### src/hdl/urswp_pkg.sv
// Purpose: shared constants and types for the upstream role swap block
// Assumes: one 125 MHz clock, asynchronous active-low reset
// Notes: the register map lives on a plain strobe port

package urswp_pkg;

  // ----------------------------------------------------------------
  // Register map
  // ----------------------------------------------------------------
  localparam logic [3:0] URSWP_ADDR_CTRL = 4'h0;
  localparam logic [3:0] URSWP_ADDR_STAT = 4'h1;
  localparam logic [3:0] URSWP_ADDR_CMD = 4'h2;
  localparam int URSWP_CTRL_ACT_BIT = 0;
  localparam int URSWP_CTRL_MODE_BIT = 1;
  localparam int URSWP_CTRL_P1DIS_BIT = 2;
  localparam int URSWP_CTRL_P1OFF_BIT = 3;
  localparam int URSWP_CMD_ATTACH_BIT = 0;
  localparam logic [7:0] URSWP_CTRL_RESET = 8'h00;
  localparam logic [7:0] URSWP_RDATA_RESET = 8'h00;

  // ----------------------------------------------------------------
  // Timing and strap
  // ----------------------------------------------------------------
  localparam int URSWP_SELF_RESET_NS = 64;
  localparam int URSWP_CLK_NS = 8;
  localparam int URSWP_SELF_RESET_CYC =
    (URSWP_SELF_RESET_NS + URSWP_CLK_NS - 1) / URSWP_CLK_NS;
  localparam logic [3:0] URSWP_CNT_RESET = 4'h0;
  localparam logic [3:0] URSWP_SYNC_WAIT = 4'h2;

  // ----------------------------------------------------------------
  // Types
  // ----------------------------------------------------------------
  typedef enum logic [1:0] {
    URSWP_CFG = 2'b00,
    URSWP_RUN = 2'b01,
    URSWP_SRST = 2'b11
  } urswp_state_t;

  typedef struct packed {
    logic [3:0] addr;
    logic [7:0] wdata;
    logic wr;
    logic rd;
  } urswp_bus_t;

  typedef struct packed {
    logic o;
    logic oe;
    logic pu;
  } urswp_pad_t;

  typedef struct packed {
    urswp_state_t st;
    logic [7:0] ctrl;
    logic swap;
    logic mode;
    logic pin_s1;
    logic pin_s2;
    logic pin_last;
    logic pin_seen;
    logic [3:0] cnt;
    logic [7:0] rdata;
  } urswp_state_vec_t;

endpackage

### src/hdl/urswp_top.sv
// Purpose: port role swap and pin function multiplexing
// Assumes: hub core supplies port enable and runtime handshake
// Notes: pin_ctrl_variant selects the pin-controlled build
// How it works
// - Only physical port 1 swaps with upstream
// - Upstream physical port reported for logical remap
// - Activate bit and mode-enable bit control swap
// - Swap bits writable only in configuration stage
// - Mode, no swap: combined pin, suspend low
// - Swapped: pin12 high, pin13 detect, pin28 combined
// - Combined enabled: input, pull-up, watch overcurrent
// - Combined disabled: output driven low
// - Swap pin selects roles on pin variant
// - Swap pin change resets the device
// - SMBus mode waits for attach after toggle
// - Port 0 may act downstream while swapped
// - Port 1 disable bit silences whichever of ports 0 and 1 is downstream
// - Power detect drives upstream pull-up
`timescale 1ns/100ps
`default_nettype none

module urswp_top
  import urswp_pkg::*;
(
  input wire logic clk,
  input wire logic rst_b,
  input wire logic pin_ctrl_variant,
  input wire logic smbus_cfg_mode,
  input wire logic [3:0] reg_addr,
  input wire logic [7:0] reg_wdata,
  input wire logic reg_wr,
  input wire logic reg_rd,
  output logic [7:0] reg_rdata,
  input wire logic swap_select_pin,
  input wire logic host_port1_enable,
  input wire logic core_suspend_indicator,
  input wire logic core_port1_power_enable,
  input wire logic pin12_i,
  output logic pin12_o,
  output logic pin12_oe,
  output logic pin12_pu,
  input wire logic pin13_i,
  output logic pin28_o,
  output logic pin28_oe,
  output logic pin28_pu,
  input wire logic pin28_i,
  input wire logic pin27_i,
  output logic port1_overcurrent_n,
  output logic upstream_power_detect,
  output logic upstream_pullup,
  output logic upstream_is_port1,
  output logic port0_functional,
  output logic port1_functional,
  output logic hub_runtime,
  output logic self_reset
);

  // ----------------------------------------------------------------
  // State
  // ----------------------------------------------------------------
  urswp_state_vec_t s_q;
  urswp_state_vec_t s_d;
  urswp_bus_t bus;
  urswp_pad_t comb_pad;
  logic comb_en;
  logic comb_ocn;
  logic p1_disabled;

  assign bus = '{addr: reg_addr, wdata: reg_wdata, wr: reg_wr, rd: reg_rd};
  assign p1_disabled = s_q.ctrl[URSWP_CTRL_P1DIS_BIT];

  // ----------------------------------------------------------------
  // Next state
  // ----------------------------------------------------------------
  always_comb begin
    s_d = s_q;
    s_d.pin_s1 = swap_select_pin;
    s_d.pin_s2 = s_q.pin_s1;
    s_d.rdata = URSWP_RDATA_RESET;
    if (bus.rd) begin
      unique case (bus.addr)
        URSWP_ADDR_CTRL: s_d.rdata = s_q.ctrl;
        URSWP_ADDR_STAT: s_d.rdata = {3'h0, s_q.st == URSWP_RUN,
          s_q.pin_last, s_q.mode, s_q.swap, upstream_power_detect};
        default: s_d.rdata = URSWP_RDATA_RESET;
      endcase
    end
    unique case (s_q.st)
      URSWP_CFG: begin
        if (bus.wr && bus.addr == URSWP_ADDR_CTRL) begin
          s_d.ctrl = bus.wdata;
        end
        if (!s_q.pin_seen) begin
          // Wait until the synchroniser holds the real pin level
          s_d.cnt = s_q.cnt + 4'h1;
          if (s_q.cnt == URSWP_SYNC_WAIT) begin
            s_d.pin_seen = 1'b1;
            s_d.pin_last = s_q.pin_s2;
            s_d.cnt = URSWP_CNT_RESET;
          end
        end else if (pin_ctrl_variant && s_q.pin_s2 != s_q.pin_last) begin
          s_d.st = URSWP_SRST;
        end else if (!smbus_cfg_mode || (bus.wr &&
            bus.addr == URSWP_ADDR_CMD &&
            bus.wdata[URSWP_CMD_ATTACH_BIT])) begin
          s_d.st = URSWP_RUN;
          if (pin_ctrl_variant) begin
            s_d.swap = s_q.pin_last;
            s_d.mode = 1'b1;
          end else begin
            // activate without mode enable leaves roles unswapped
            s_d.swap = s_q.ctrl[URSWP_CTRL_ACT_BIT] &
              s_q.ctrl[URSWP_CTRL_MODE_BIT];
            s_d.mode = s_q.ctrl[URSWP_CTRL_MODE_BIT];
          end
        end
      end
      URSWP_RUN: begin
        if (pin_ctrl_variant && s_q.pin_s2 != s_q.pin_last) begin
          s_d.st = URSWP_SRST;
        end
      end
      URSWP_SRST: begin
        s_d.cnt = s_q.cnt + 4'h1;
        if (s_q.cnt == 4'(URSWP_SELF_RESET_CYC - 1)) begin
          s_d = '0;
          s_d.ctrl = URSWP_CTRL_RESET;
          s_d.cnt = URSWP_CNT_RESET;
          s_d.st = URSWP_CFG;
          s_d.pin_s1 = swap_select_pin;
          s_d.pin_s2 = s_q.pin_s1;
        end
      end
      default: s_d.st = URSWP_CFG;
    endcase
  end

  always_ff @(posedge clk or negedge rst_b) begin
    if (!rst_b) begin
      s_q <= '0;
    end else begin
      s_q <= s_d;
    end
  end

  // ----------------------------------------------------------------
  // Combined power and overcurrent pad
  // ----------------------------------------------------------------
  assign comb_en = host_port1_enable & ~s_q.ctrl[URSWP_CTRL_P1OFF_BIT] &
    core_port1_power_enable;
  always_comb begin
    if (comb_en) begin
      comb_pad = '{o: 1'b0, oe: 1'b0, pu: 1'b1};
    end else begin
      comb_pad = '{o: 1'b0, oe: 1'b1, pu: 1'b0};
    end
  end

  // ----------------------------------------------------------------
  // Pin function multiplexing
  // ----------------------------------------------------------------
  always_comb begin
    pin12_o = core_port1_power_enable;
    pin12_oe = 1'b1;
    pin12_pu = 1'b0;
    pin28_o = core_suspend_indicator;
    pin28_oe = 1'b1;
    pin28_pu = 1'b0;
    comb_ocn = 1'b1;
    port1_overcurrent_n = pin13_i;
    upstream_power_detect = pin27_i;
    if (s_q.mode && !s_q.swap) begin
      {pin12_o, pin12_oe, pin12_pu} = comb_pad;
      comb_ocn = pin12_i | ~comb_en;
      port1_overcurrent_n = comb_ocn;
      pin28_o = 1'b0;
    end else if (s_q.mode && s_q.swap) begin
      pin12_o = 1'b1;
      upstream_power_detect = pin13_i;
      {pin28_o, pin28_oe, pin28_pu} = comb_pad;
      comb_ocn = pin28_i | ~comb_en;
      port1_overcurrent_n = comb_ocn;
    end
    if (s_q.st != URSWP_RUN) begin
      upstream_power_detect = 1'b0;
    end
  end

  // ----------------------------------------------------------------
  // Role outputs
  // ----------------------------------------------------------------
  assign upstream_is_port1 = s_q.swap;
  assign upstream_pullup = upstream_power_detect;
  assign hub_runtime = s_q.st == URSWP_RUN;
  assign port0_functional = hub_runtime &
    (~s_q.swap | ~p1_disabled);
  assign port1_functional = hub_runtime &
    (s_q.swap | ~p1_disabled);
  assign self_reset = s_q.st == URSWP_SRST;
  assign reg_rdata = s_q.rdata;

  // ----------------------------------------------------------------
  // Checks
  // ----------------------------------------------------------------
  property p_swap_frozen;
    @(posedge clk) disable iff (!rst_b)
    (hub_runtime && $past(hub_runtime)) |-> $stable(s_q.swap);
  endproperty
  a_swap_frozen: assert property (p_swap_frozen)
    else $error("swap changed during runtime");

  property p_no_bad_swap;
    @(posedge clk) disable iff (!rst_b)
    s_q.swap |-> s_q.mode;
  endproperty
  a_no_bad_swap: assert property (p_no_bad_swap)
    else $error("swap without mode enable");

  property p_cfg_write;
    @(posedge clk) disable iff (!rst_b)
    (hub_runtime && reg_wr && reg_addr == URSWP_ADDR_CTRL) |=>
      $stable(s_q.ctrl);
  endproperty
  a_cfg_write: assert property (p_cfg_write)
    else $error("control written in runtime");

  property p_toggle_reset;
    @(posedge clk) disable iff (!rst_b)
    (pin_ctrl_variant && hub_runtime && s_q.pin_s2 != s_q.pin_last) |=>
      self_reset;
  endproperty
  a_toggle_reset: assert property (p_toggle_reset)
    else $error("pin toggle gave no reset");

  property p_swapped_pins;
    @(posedge clk) disable iff (!rst_b)
    (s_q.mode && s_q.swap) |-> (pin12_o && pin12_oe &&
      upstream_power_detect == (pin13_i && hub_runtime));
  endproperty
  a_swapped_pins: assert property (p_swapped_pins)
    else $error("swapped pin map wrong");

  property p_unswapped_pins;
    @(posedge clk) disable iff (!rst_b)
    (s_q.mode && !s_q.swap) |-> (!pin28_o && pin28_oe);
  endproperty
  a_unswapped_pins: assert property (p_unswapped_pins)
    else $error("suspend pin not low");

  property p_comb_off;
    @(posedge clk) disable iff (!rst_b)
    (s_q.mode && !s_q.swap && !comb_en) |-> (pin12_oe && !pin12_o);
  endproperty
  a_comb_off: assert property (p_comb_off)
    else $error("disabled combined pin not low");

  property p_comb_on;
    @(posedge clk) disable iff (!rst_b)
    (s_q.mode && !s_q.swap && comb_en) |->
      (!pin12_oe && pin12_pu && port1_overcurrent_n == pin12_i);
  endproperty
  a_comb_on: assert property (p_comb_on)
    else $error("enabled combined pin not input");

  property p_attach;
    @(posedge clk) disable iff (!rst_b)
    (smbus_cfg_mode && s_q.st == URSWP_CFG && s_q.pin_seen &&
      !(pin_ctrl_variant && s_q.pin_s2 != s_q.pin_last) &&
      !(reg_wr && reg_addr == URSWP_ADDR_CMD)) |=> !hub_runtime;
  endproperty
  a_attach: assert property (p_attach)
    else $error("runtime without attach");

  property p_pullup;
    @(posedge clk) disable iff (!rst_b)
    upstream_pullup == (hub_runtime &&
      ((s_q.mode && s_q.swap) ? pin13_i : pin27_i));
  endproperty
  a_pullup: assert property (p_pullup)
    else $error("pull-up differs from detect");

endmodule

`default_nettype wire

### config.mk
export PLATFORM = sky130hd
export DESIGN_NAME = urswp_top
export DESIGN_NICKNAME = d
export VERILOG_FILES = /design/src/hdl/urswp_pkg.sv /design/src/hdl/urswp_top.sv
export SDC_FILE = /design/constraint.sdc
export NUM_CORES = 1
export LEC_CHECK = 0
export BUFFER_PORTS_ARGS = -buffer_cell sky130_fd_sc_hd__buf_2
export CAP_MARGIN = 30
export CORE_UTILIZATION = 33
export CTS_BUF_LIST = sky130_fd_sc_hd__clkbuf_8
export CTS_CLUSTER_DIAMETER = 60
export DETAILED_ROUTE_END_ITERATION = 12
export PLACE_DENSITY = 0.57
export SLEW_MARGIN = 10
export SYNTH_ARGS = -nofsm -noshare
export SYNTH_HDL_FRONTEND = slang
export SYNTH_SLANG_ARGS = --single-unit
### constraint.sdc
create_clock -name clk -period 3.65 [get_ports clk]
set_input_delay 0.365 -clock clk [delete_from_list [all_inputs] [get_ports clk]]
set_output_delay 0.365 -clock clk [all_outputs]
set_load 0.01 [all_outputs]
==> reports/results.ini, run 1 <==
[clock_network]
htreeDepth = 1
cts_hold_buf = 0
cts_tree = yes
root_buffer = clkbuf_8
cts_max_path_buffers = 2
cts_setup_buffers = 0
numCtsBuffers = 3
clock-sinks = 28
clkLatencyLatePin_ns = 0.27
clkTransAtPathRegs_ns = 0.09
cts_resized = 0

[floorplan]
core_um2 = 4350
rows = 24
die_h_um = 69.1
die-area_um2 = 4770
die_w_um = 69.1
io_pins = 48
initial_core_util_pct = 34.1

[timing]
tightest_slew_ns = 0.851
whs_ns = 0.102
rsz0062_at_grt = no
hold_viol_final = 0
fin_crit_ns = 1.90
finClkSkew_ns = 0.00600
max_freq_mhz = 526
period_share_pct = 52.1
setup_tns_ns = 0
drv_slew = 0
slew_headroom_pct = 42.4
finalSetupViolations = 0

[pwr]
pwr-share-clk_pct = 14.8
p_sw_mw = 0.440
power.density_nw_per_um2 = 644
netSwitchingFraction_pct = 40.0
p_leak_nw = 0.859
pwr-share-comb_pct = 36.4
power_mw = 1.10
seqPwrFrac_pct = 48.7
p_int_mw = 0.660
peakVddDrop_mv = 0.251

[logic_synthesis]
syn_area_um2 = 1490
yosysSeqAreaShare_pct = 47.2
postSynthCellCount = 159
synth_warnings = 0
syn_avg_cell_area_um2 = 9.34
syn-num-nets = 187
ys_ff_latch = 28
synthArstFlopShare_pct = 100
synth_edf_count = 0
synth_cell_types = 40
synth_top_area_share_pct = 47.2
synthTopCellsByArea = dfrtp_1, nand2_1, buf_4, o21ai_0, nor2_1
synth_flop_cell = dfrtp_1
synth_largest_area_cell = dfrtp_1

[setup_path]
cpMaxStageDelayCell = dfrtp_1
critPathKind = flip-flop to primary output
reg2reg_slack_ns = 1.96
crit_path_max_fanout = 11
arrival_ns = 1.54
slowest_delay_ns = 0.52
rr_worst_depth = 5
crit_required_ns = 3.28
reg2reg_from = s_q[9]
crit_path_end_kind = primary output
path_cells = or2b_1 > a21oi_1 > buf_2
critPathLaunchType = flip-flop
startpoint = s_q[26]
r2r_end = reg_rdata[6]

[drt]
postRouteAntennaNets = 0
vias = 1170
drt_pass1_iterations = 4
vias_per_cell = 4.78
wl_um = 3110
wl_per_cell_um = 12.7
drc = 0
first_iter_violations = 48

[flow_run]
max_cap_violations = 0

[finish]
fin_cells = 245
n_antenna_cell = 0
layout-drive-gt1-share_pct = 30.1
num-nets-final = 223
syn_to_final_growth_pct = 15.1
nFillCells = 452

[placed_design]
hpwl_um = 2440
gp_congestion = 0.779
io_buffers = 47
dp_cells = 242

[grt]
grt_max_degree = 29
overflow = 0
grt_usage_pct = 13.5
grt_pass1_vias = 1084
antenna_found_initial = 0
grt_pass1_wl_um = 5240

[hold_path]
hold_path.class = primary input to asynchronous set/reset pin

[status]
status = finished clean

power by group through the flow:
stage | clock, mW | combinational (mW) | sequential, mW
floorplan | 0 | 0.336 | 0.472
global placement | 0 | 0.403 | 0.542
detailed placement | 0 | 0.410 | 0.540
CTS | 0.170 | 0.410 | 0.535
global route | 0.187 | 0.460 | 0.558
finish | 0.163 | 0.400 | 0.536
cell families (layout without fill, tap and decap cells):
logic type | after synthesis | count (layout) | synth area share, %
AO/OA/AOI/OAI | 41 | 41 | 17.9
XOR/XNOR | 2 | 2 | 1.18
adder cells (fa/ha/maj) | 2 | 2 | 1.68
buffers and inverters | 25 | 59 | 10.2
flip-flops | 28 | 28 | 47.2
multiplexers | 2 | 2 | 1.35
AND/OR/NAND/NOR | 59 | 59 | 20.5
stage by stage:
step	utilization (%)	instance area, um2	setup WS [ns]
floorplan	-	1490	1.99
global placement	38.3	1670	1.86
detailed placement	38.3	1670	1.80
CTS	39.3	1710	1.73
global route	39.3	1710	1.63
finish	39.3	1710	1.75
metal layers:
| metal | up-vias | GRT usage, % | wire length (um) |
|---|---|---|---|
| met4 | 0 | 3.40 | 25 |
| li1 | 606 | - | - |
| met1 | 527 | 19.0 | 1540 |
| met5 | - | 0 | 0 |
| met2 | 35 | 21.6 | 1410 |
| met3 | 2 | 2.34 | 130 |
state kept, by name (all words and copies together) (netlist names):
name / cells
s_q: 18
p1_disabled: 1
upstream_is_port1: 1
reg_rdata: 8
worst max-delay path: cells and delay by family (launching register included):
kind	cells	cell delay [ns]
simple gates	1	0.32
buf+inv	1	0.18
compound gates	1	0.24
flops	1	0.52
layout by cell type, fill, tap and decap left out, drive strengths merged, types with 3 or more instances in the layout:
master	n
dfrtp	28
clkbuf	3
a211oi	4
nand2	23
buf	47
nand3	6
o21ai	12
inv	9
nor2	13
and3	4
a22oi	5
a21oi	9
synth_stat cells (all sizes together), types with 3 or more instances:
| library cell | instances |
|---|---|
| o21ai | 12 |
| buf | 13 |
| inv | 9 |
| nor2 | 13 |
| a21oi | 9 |
| nand2 | 23 |
| a211oi | 4 |
| clkbuf | 3 |
| and3 | 4 |
| a22oi | 5 |
| dfrtp | 28 |
| nand3 | 6 |
worst max path at each step:
| stage | endpoint | slack (ns) | depth (start not counted) |
|---|---|---|---|
| floorplan | upstream_pullup | 1.99 | 4 |
| global placement | s_q[24] | 1.86 | 4 |
| detailed placement | s_q[22] | 1.80 | 4 |
| CTS | upstream_pullup | 1.73 | 3 |
| global route | upstream_pullup | 1.63 | 3 |
| finish | upstream_pullup | 1.75 | 3 |
area by class of cell:
class	instances	area (um2)	area share (%)
multi-input combinational	106	633	37.0
sequential	28	701	41.0
clock buffer	3	41.3	2.42
tap	52	65.1	3.81
timing repair buffer	47	235	13.8
inverter	9	33.8	1.98
No activity file was read; power rests on OpenSTA's default activity.
==> run 2, diff against run 1 <==
Settings changed: PLACE_DENSITY 0.57 to 0.59.
Clock period 3.65 ns to 1.6 ns, I/O delays scaled along.
==> run 2 against run 1 <==
Combinational power grew to 2.8 times the previous value. Largest cell class unchanged. Die area stayed put. Count of clock-buffer cells in the layout stayed put. Worst hold slack worse by 0.0097 ns. Cell count is 4.5% higher. Global-route usage is 0.62 points higher. Flip-flop and latch count stayed put. Register-to-register slack worse by 1.8 ns. Sequential share of layout area is 3.1 points lower. Utilization is 3.2 points higher.
==> reports/results.ini, run 2 (same netlist as run 1, synthesis figures left out) <==
[timing]
rsz0062_at_grt = no
fin_crit_ns = 1.53
hold_viol_final = 0
drv_slew = 0
whs_ns = 0.0921
max_freq_mhz = 652
setup_slack_ns = 0.0666
tightest_slew_ns = 0.615
setup_tns_ns = 0
finClkSkew_ns = 0.00844
finalSetupViolations = 0
slew_headroom_pct = 59.0
period_share_pct = 95.8

[floorplan]
die_h_um = 69.1
die_w_um = 69.1
initial_core_util_pct = 34.1
io_pins = 48
rows = 24
die-area_um2 = 4770
core_um2 = 4350

[drt]
drt_pass1_iterations = 4
first_iter_violations = 45
vias = 1243
wl_um = 3200
drc = 0
wl_per_cell_um = 12.5
vias_per_cell = 4.86
postRouteAntennaNets = 0

[pwr]
pwr-share-clk_pct = 13.7
seqPwrFrac_pct = 44.6
peakVddDrop_mv = 0.685
p_sw_mw = 1.08
power_mw = 2.71
p_leak_nw = 0.923
pwr-share-comb_pct = 41.6
power.density_nw_per_um2 = 1460
p_int_mw = 1.63
netSwitchingFraction_pct = 39.8

[setup_path]
path_cells = a21bo_2 > a21oi_4 > buf_2
slowest_delay_ns = 0.51
cpMaxStageDelayCell = dfrtp_1
reg2reg_slack_ns = 0.13
critPathKind = flip-flop to primary output
crit_path_end_kind = primary output
arrival_ns = 1.37
path_buf_inv = 1
crit_path_max_fanout = 10
startpoint = upstream_is_port1
worstSetupEndpoint = upstream_pullup
r2r_end = s_q[18]
crit_family = flip-flops
crit_required_ns = 1.44
reg2reg_from = s_q[9]
rr_worst_depth = 6
crit_cells = 3
critPathLaunchType = flip-flop

[hold_path]
hold_path.class = primary input to flip-flop

[clock_network]
htreeDepth = 1
cts_tree = yes
root_buffer = clkbuf_8
cts_max_path_buffers = 2
clkLatencyLatePin_ns = 0.27
clkTransAtPathRegs_ns = 0.09
clock-sinks = 28
numCtsBuffers = 3
cts_setup_buffers = 0

[finish]
final_cell_mix = buf_2, dfrtp_1, nand2_1, nor2_1, o21ai_0
num-nets-final = 234
layout-drive-gt1-share_pct = 34.8
syn_to_final_growth_pct = 24.6
finalCoreUtilization_pct = 42.5
final_common_cell = buf_2
n_antenna_cell = 0
largest_register_ffs = 18
seq_area_um2 = 701
multi_input_area_um2 = 671
top_register = s_q
fin_cells = 256
nFillCells = 444
fin_area_um2 = 1850

[grt]
grt_pass1_vias = 1185
grt_pass1_wl_um = 5530
overflow = 0
grt_max_degree = 29
grt_usage_pct = 14.1
antenna_found_initial = 0

[placed_design]
post_dp_cell_area_um2 = 1750
io_buffers = 47
hpwl_um = 2430
dp_cells = 251
post-place-ws_ns = -0.00478
gp_congestion = 0.767

[status]
status = finished clean

[flow_run]
max_cap_violations = 0

-- run 2: changes by cell type in the layout (fill, tap and decap cells not counted), sizes merged --
cell         change
dlygate4sd3      +2
buf              +9
-- run 2: how the worst min path moves through the flow --
stage / from / to / slack [ns] / depth (start not counted)
CTS: reg_wdata[2] / p1_disabled / 0.09 / 3
finish: reg_wdata[5] / s_q[23] / 0.09 / 3
global route: reg_wdata[5] / s_q[23] / 0.09 / 3
floorplan: rst_b / p1_disabled / -0.14 / 0
global placement: rst_b / reg_rdata[4] / 0.22 / 1
detailed placement: rst_b / reg_rdata[4] / 0.22 / 1
-- run 2: final cells by class --
class,instances,share of cell area [%]
clock buffers,3,2.23
inverters,9,1.83
multi-input cells,106,36.2
flip-flops and latches,28,37.9
well taps,52,3.52
repair buffers,58,18.3
-- run 2: repair_timing --
action / CTS / global route
endpoints found under the hold margin: 29 / 0
hold buffers: 2 / 0
resized for setup: 2 / 6
endpoints found under the setup margin: 3 / 9
-- run 2: layer usage --
layer,up-vias,share of wire [%],GRT usage [%]
li1,632,-,-
met1,576,49,19.5
met2,33,46,22.8
met3,2,3.8,2.78
met4,0,0.78,3.40
met5,-,0,0
-- run 2: power groups by stage --
| stage | logic (mW) | registers (mW) | clock network (mW) |
|---|---|---|---|
| after floorplan | 0.768 | 1.08 | 0 |
| after global placement | 1.02 | 1.21 | 0 |
| final | 1.13 | 1.21 | 0.372 |
| after global routing | 1.27 | 1.25 | 0.412 |
| after CTS | 1.06 | 1.20 | 0.385 |
| after detailed placement | 1.03 | 1.21 | 0 |
-- run 2: worst register-to-register path: cells and delay by family, from the launching register on --
family	cells	cell delay (ns)
flip-flops	1	0.42
AND/OR/NAND/NOR	3	0.39
adder cells (fa/ha/maj)	1	0.23
buffers and inverters	1	0.18
AO/OA/AOI/OAI	1	0.16
==> run 3, diff against run 2 <==
Settings changed: PLACE_DENSITY 0.59 to default.
==> run 3 against run 2 <==
Global-route usage decreased by 0.57 points. Largest cell class unchanged. Highest routed layer unchanged. Critical path type unchanged. Wire length up 1.9%. Sequential share of layout area down 1.1 points.
==> reports/results.ini, run 3 (same netlist as run 1, synthesis figures left out) <==
[pwr]
peakVddDrop_mv = 0.544
p_int_mw = 1.86
p_leak_nw = 0.960
seqPwrFrac_pct = 39.9
power.density_nw_per_um2 = 1550
pwr-share-comb_pct = 41.1
netSwitchingFraction_pct = 37.3
p_sw_mw = 1.10
pwr-share-clk_pct = 19.0

[placed_design]
dp_cells = 252
post-place-ws_ns = 0.0304
gp_congestion = 0.807
io_buffers = 47
hpwl_um = 2410

[floorplan]
io_pins = 48
rows = 24
core_um2 = 4350
die-area_um2 = 4770
die_w_um = 69.1
initial_core_util_pct = 34.1
die_h_um = 69.1

[finish]
top_register = s_q
n_antenna_cell = 0
nFillCells = 462
num-nets-final = 239
layout-drive-gt1-share_pct = 37.6
multi_input_area_um2 = 659
fin_cells = 262
seq_area_um2 = 702
final_cell_mix = buf_2, dfrtp_1, nand2_1, nor2_1, buf_4
syn_to_final_growth_pct = 28.5
final_common_cell = buf_2
finalCoreUtilization_pct = 43.8
largest_register_ffs = 18

[drt]
wl_um = 3260
first_iter_violations = 58
vias_per_cell = 4.78
vias = 1253
postRouteAntennaNets = 0
wl_per_cell_um = 12.4
drt_pass1_iterations = 4
drc = 0

[clock_network]
clock-sinks = 28
root_buffer = clkbuf_8
clkLatencyLatePin_ns = 0.28
htreeDepth = 1
clkTransAtPathRegs_ns = 0.10
cts_tree = yes
cts_max_path_buffers = 2
numCtsBuffers = 3

[grt]
overflow = 0
grt_max_degree = 29
grt_usage_pct = 13.6
grt_pass1_wl_um = 5270
antenna_found_initial = 0
grt_pass1_vias = 1149

[timing]
drv_slew = 0
setup_tns_ns = 0
hold_viol_final = 0
fin_crit_ns = 1.54
max_freq_mhz = 648
slew_headroom_pct = 59.0
finalSetupViolations = 0
tightest_slew_ns = 0.615
setup_slack_ns = 0.0562
period_share_pct = 96.5
finClkSkew_ns = 0.00757

[setup_path]
crit_path_max_fanout = 4
critPathKind = flip-flop to primary output
critPathLaunchType = flip-flop
crit_path_end_kind = primary output
crit_required_ns = 1.44
arrival_ns = 1.38

[flow_run]
max_cap_violations = 0

[hold_path]
hold_path.class = primary input to flip-flop

[status]
status = finished clean

## run 3: changes by cell type in the layout (fill, tap and decap cells not counted), sizes merged
cell    delta
buf        +5
bufinv     +1
## run 3: critical path: stages, from the launching register on
cell and delay (ns):
dfrtp_2 0.41, buf_4 0.14, or2b_4 0.26, a21oi_2 0.14, buf_2 0.15
## run 3: power groups by stage
stage	Sequential [mW]	Clock, mW	Combinational, mW
5_1_grt	1.22	0.602	1.36
3_3_place_gp	1.19	0	1.04
2_1_floorplan	1.08	0	0.768
6_report	1.18	0.562	1.22
3_5_place_dp	1.20	0	1.05
4_1_cts	1.18	0.577	1.13
## run 3: routing by layer
| metal | vias to the layer above | routed length (um) | track usage (%) |
|---|---|---|---|
| met3 | 4 | 139 | 2.63 |
| li1 | 646 | - | - |
| met2 | 31 | 1500 | 20.6 |
| met4 | 0 | 46 | 4.76 |
| met5 | - | 0 | 0 |
| met1 | 572 | 1570 | 19.2 |
## run 3: worst paths after layout
path	start	slack (ns)	endpoint	cells past startpoint
max in group asynchronous	rst_b	0.74	s_q[27]	2
worst max-delay path	s_q[27]	0.06	upstream_power_detect	4
min in group asynchronous	rst_b	0.41	reg_rdata[4]	2
worst max register to register	s_q[27]	0.10	s_q[16]	5
worst min-delay path	reg_wdata[6]	0.07	s_q[24]	3
worst min register to register	s_q[15]	0.36	s_q[14]	0
## run 3: final cells by class
class | count | area share [%]
clock buffers | 3 | 2.16
clock inverters | 1 | 1.57
inverters | 9 | 1.77
multi-input cells | 106 | 34.6
flip-flops and latches | 28 | 36.8
well taps | 52 | 3.41
repair buffers | 63 | 19.7
## run 3: timing repair
action | 4_1_cts | 5_1_grt
resized for setup | 2 | 7
setup buffers | 3 | 1
endpoints found under the hold margin | 29 | 0
setup endpoints to repair | 4 | 11
hold buffers | 2 | 0
pin swaps | 0 | 0
## run 3: stage by stage
step	hold slack, ns	instance area (um2)	total power [mW]
after floorplan	-0.136	1490	1.84
after global placement	0.217	1760	2.23
after detailed placement	0.216	1760	2.25
after CTS	0.0700	1870	2.88
after global routing	0.0827	1910	3.17
final	0.0705	1910	2.96
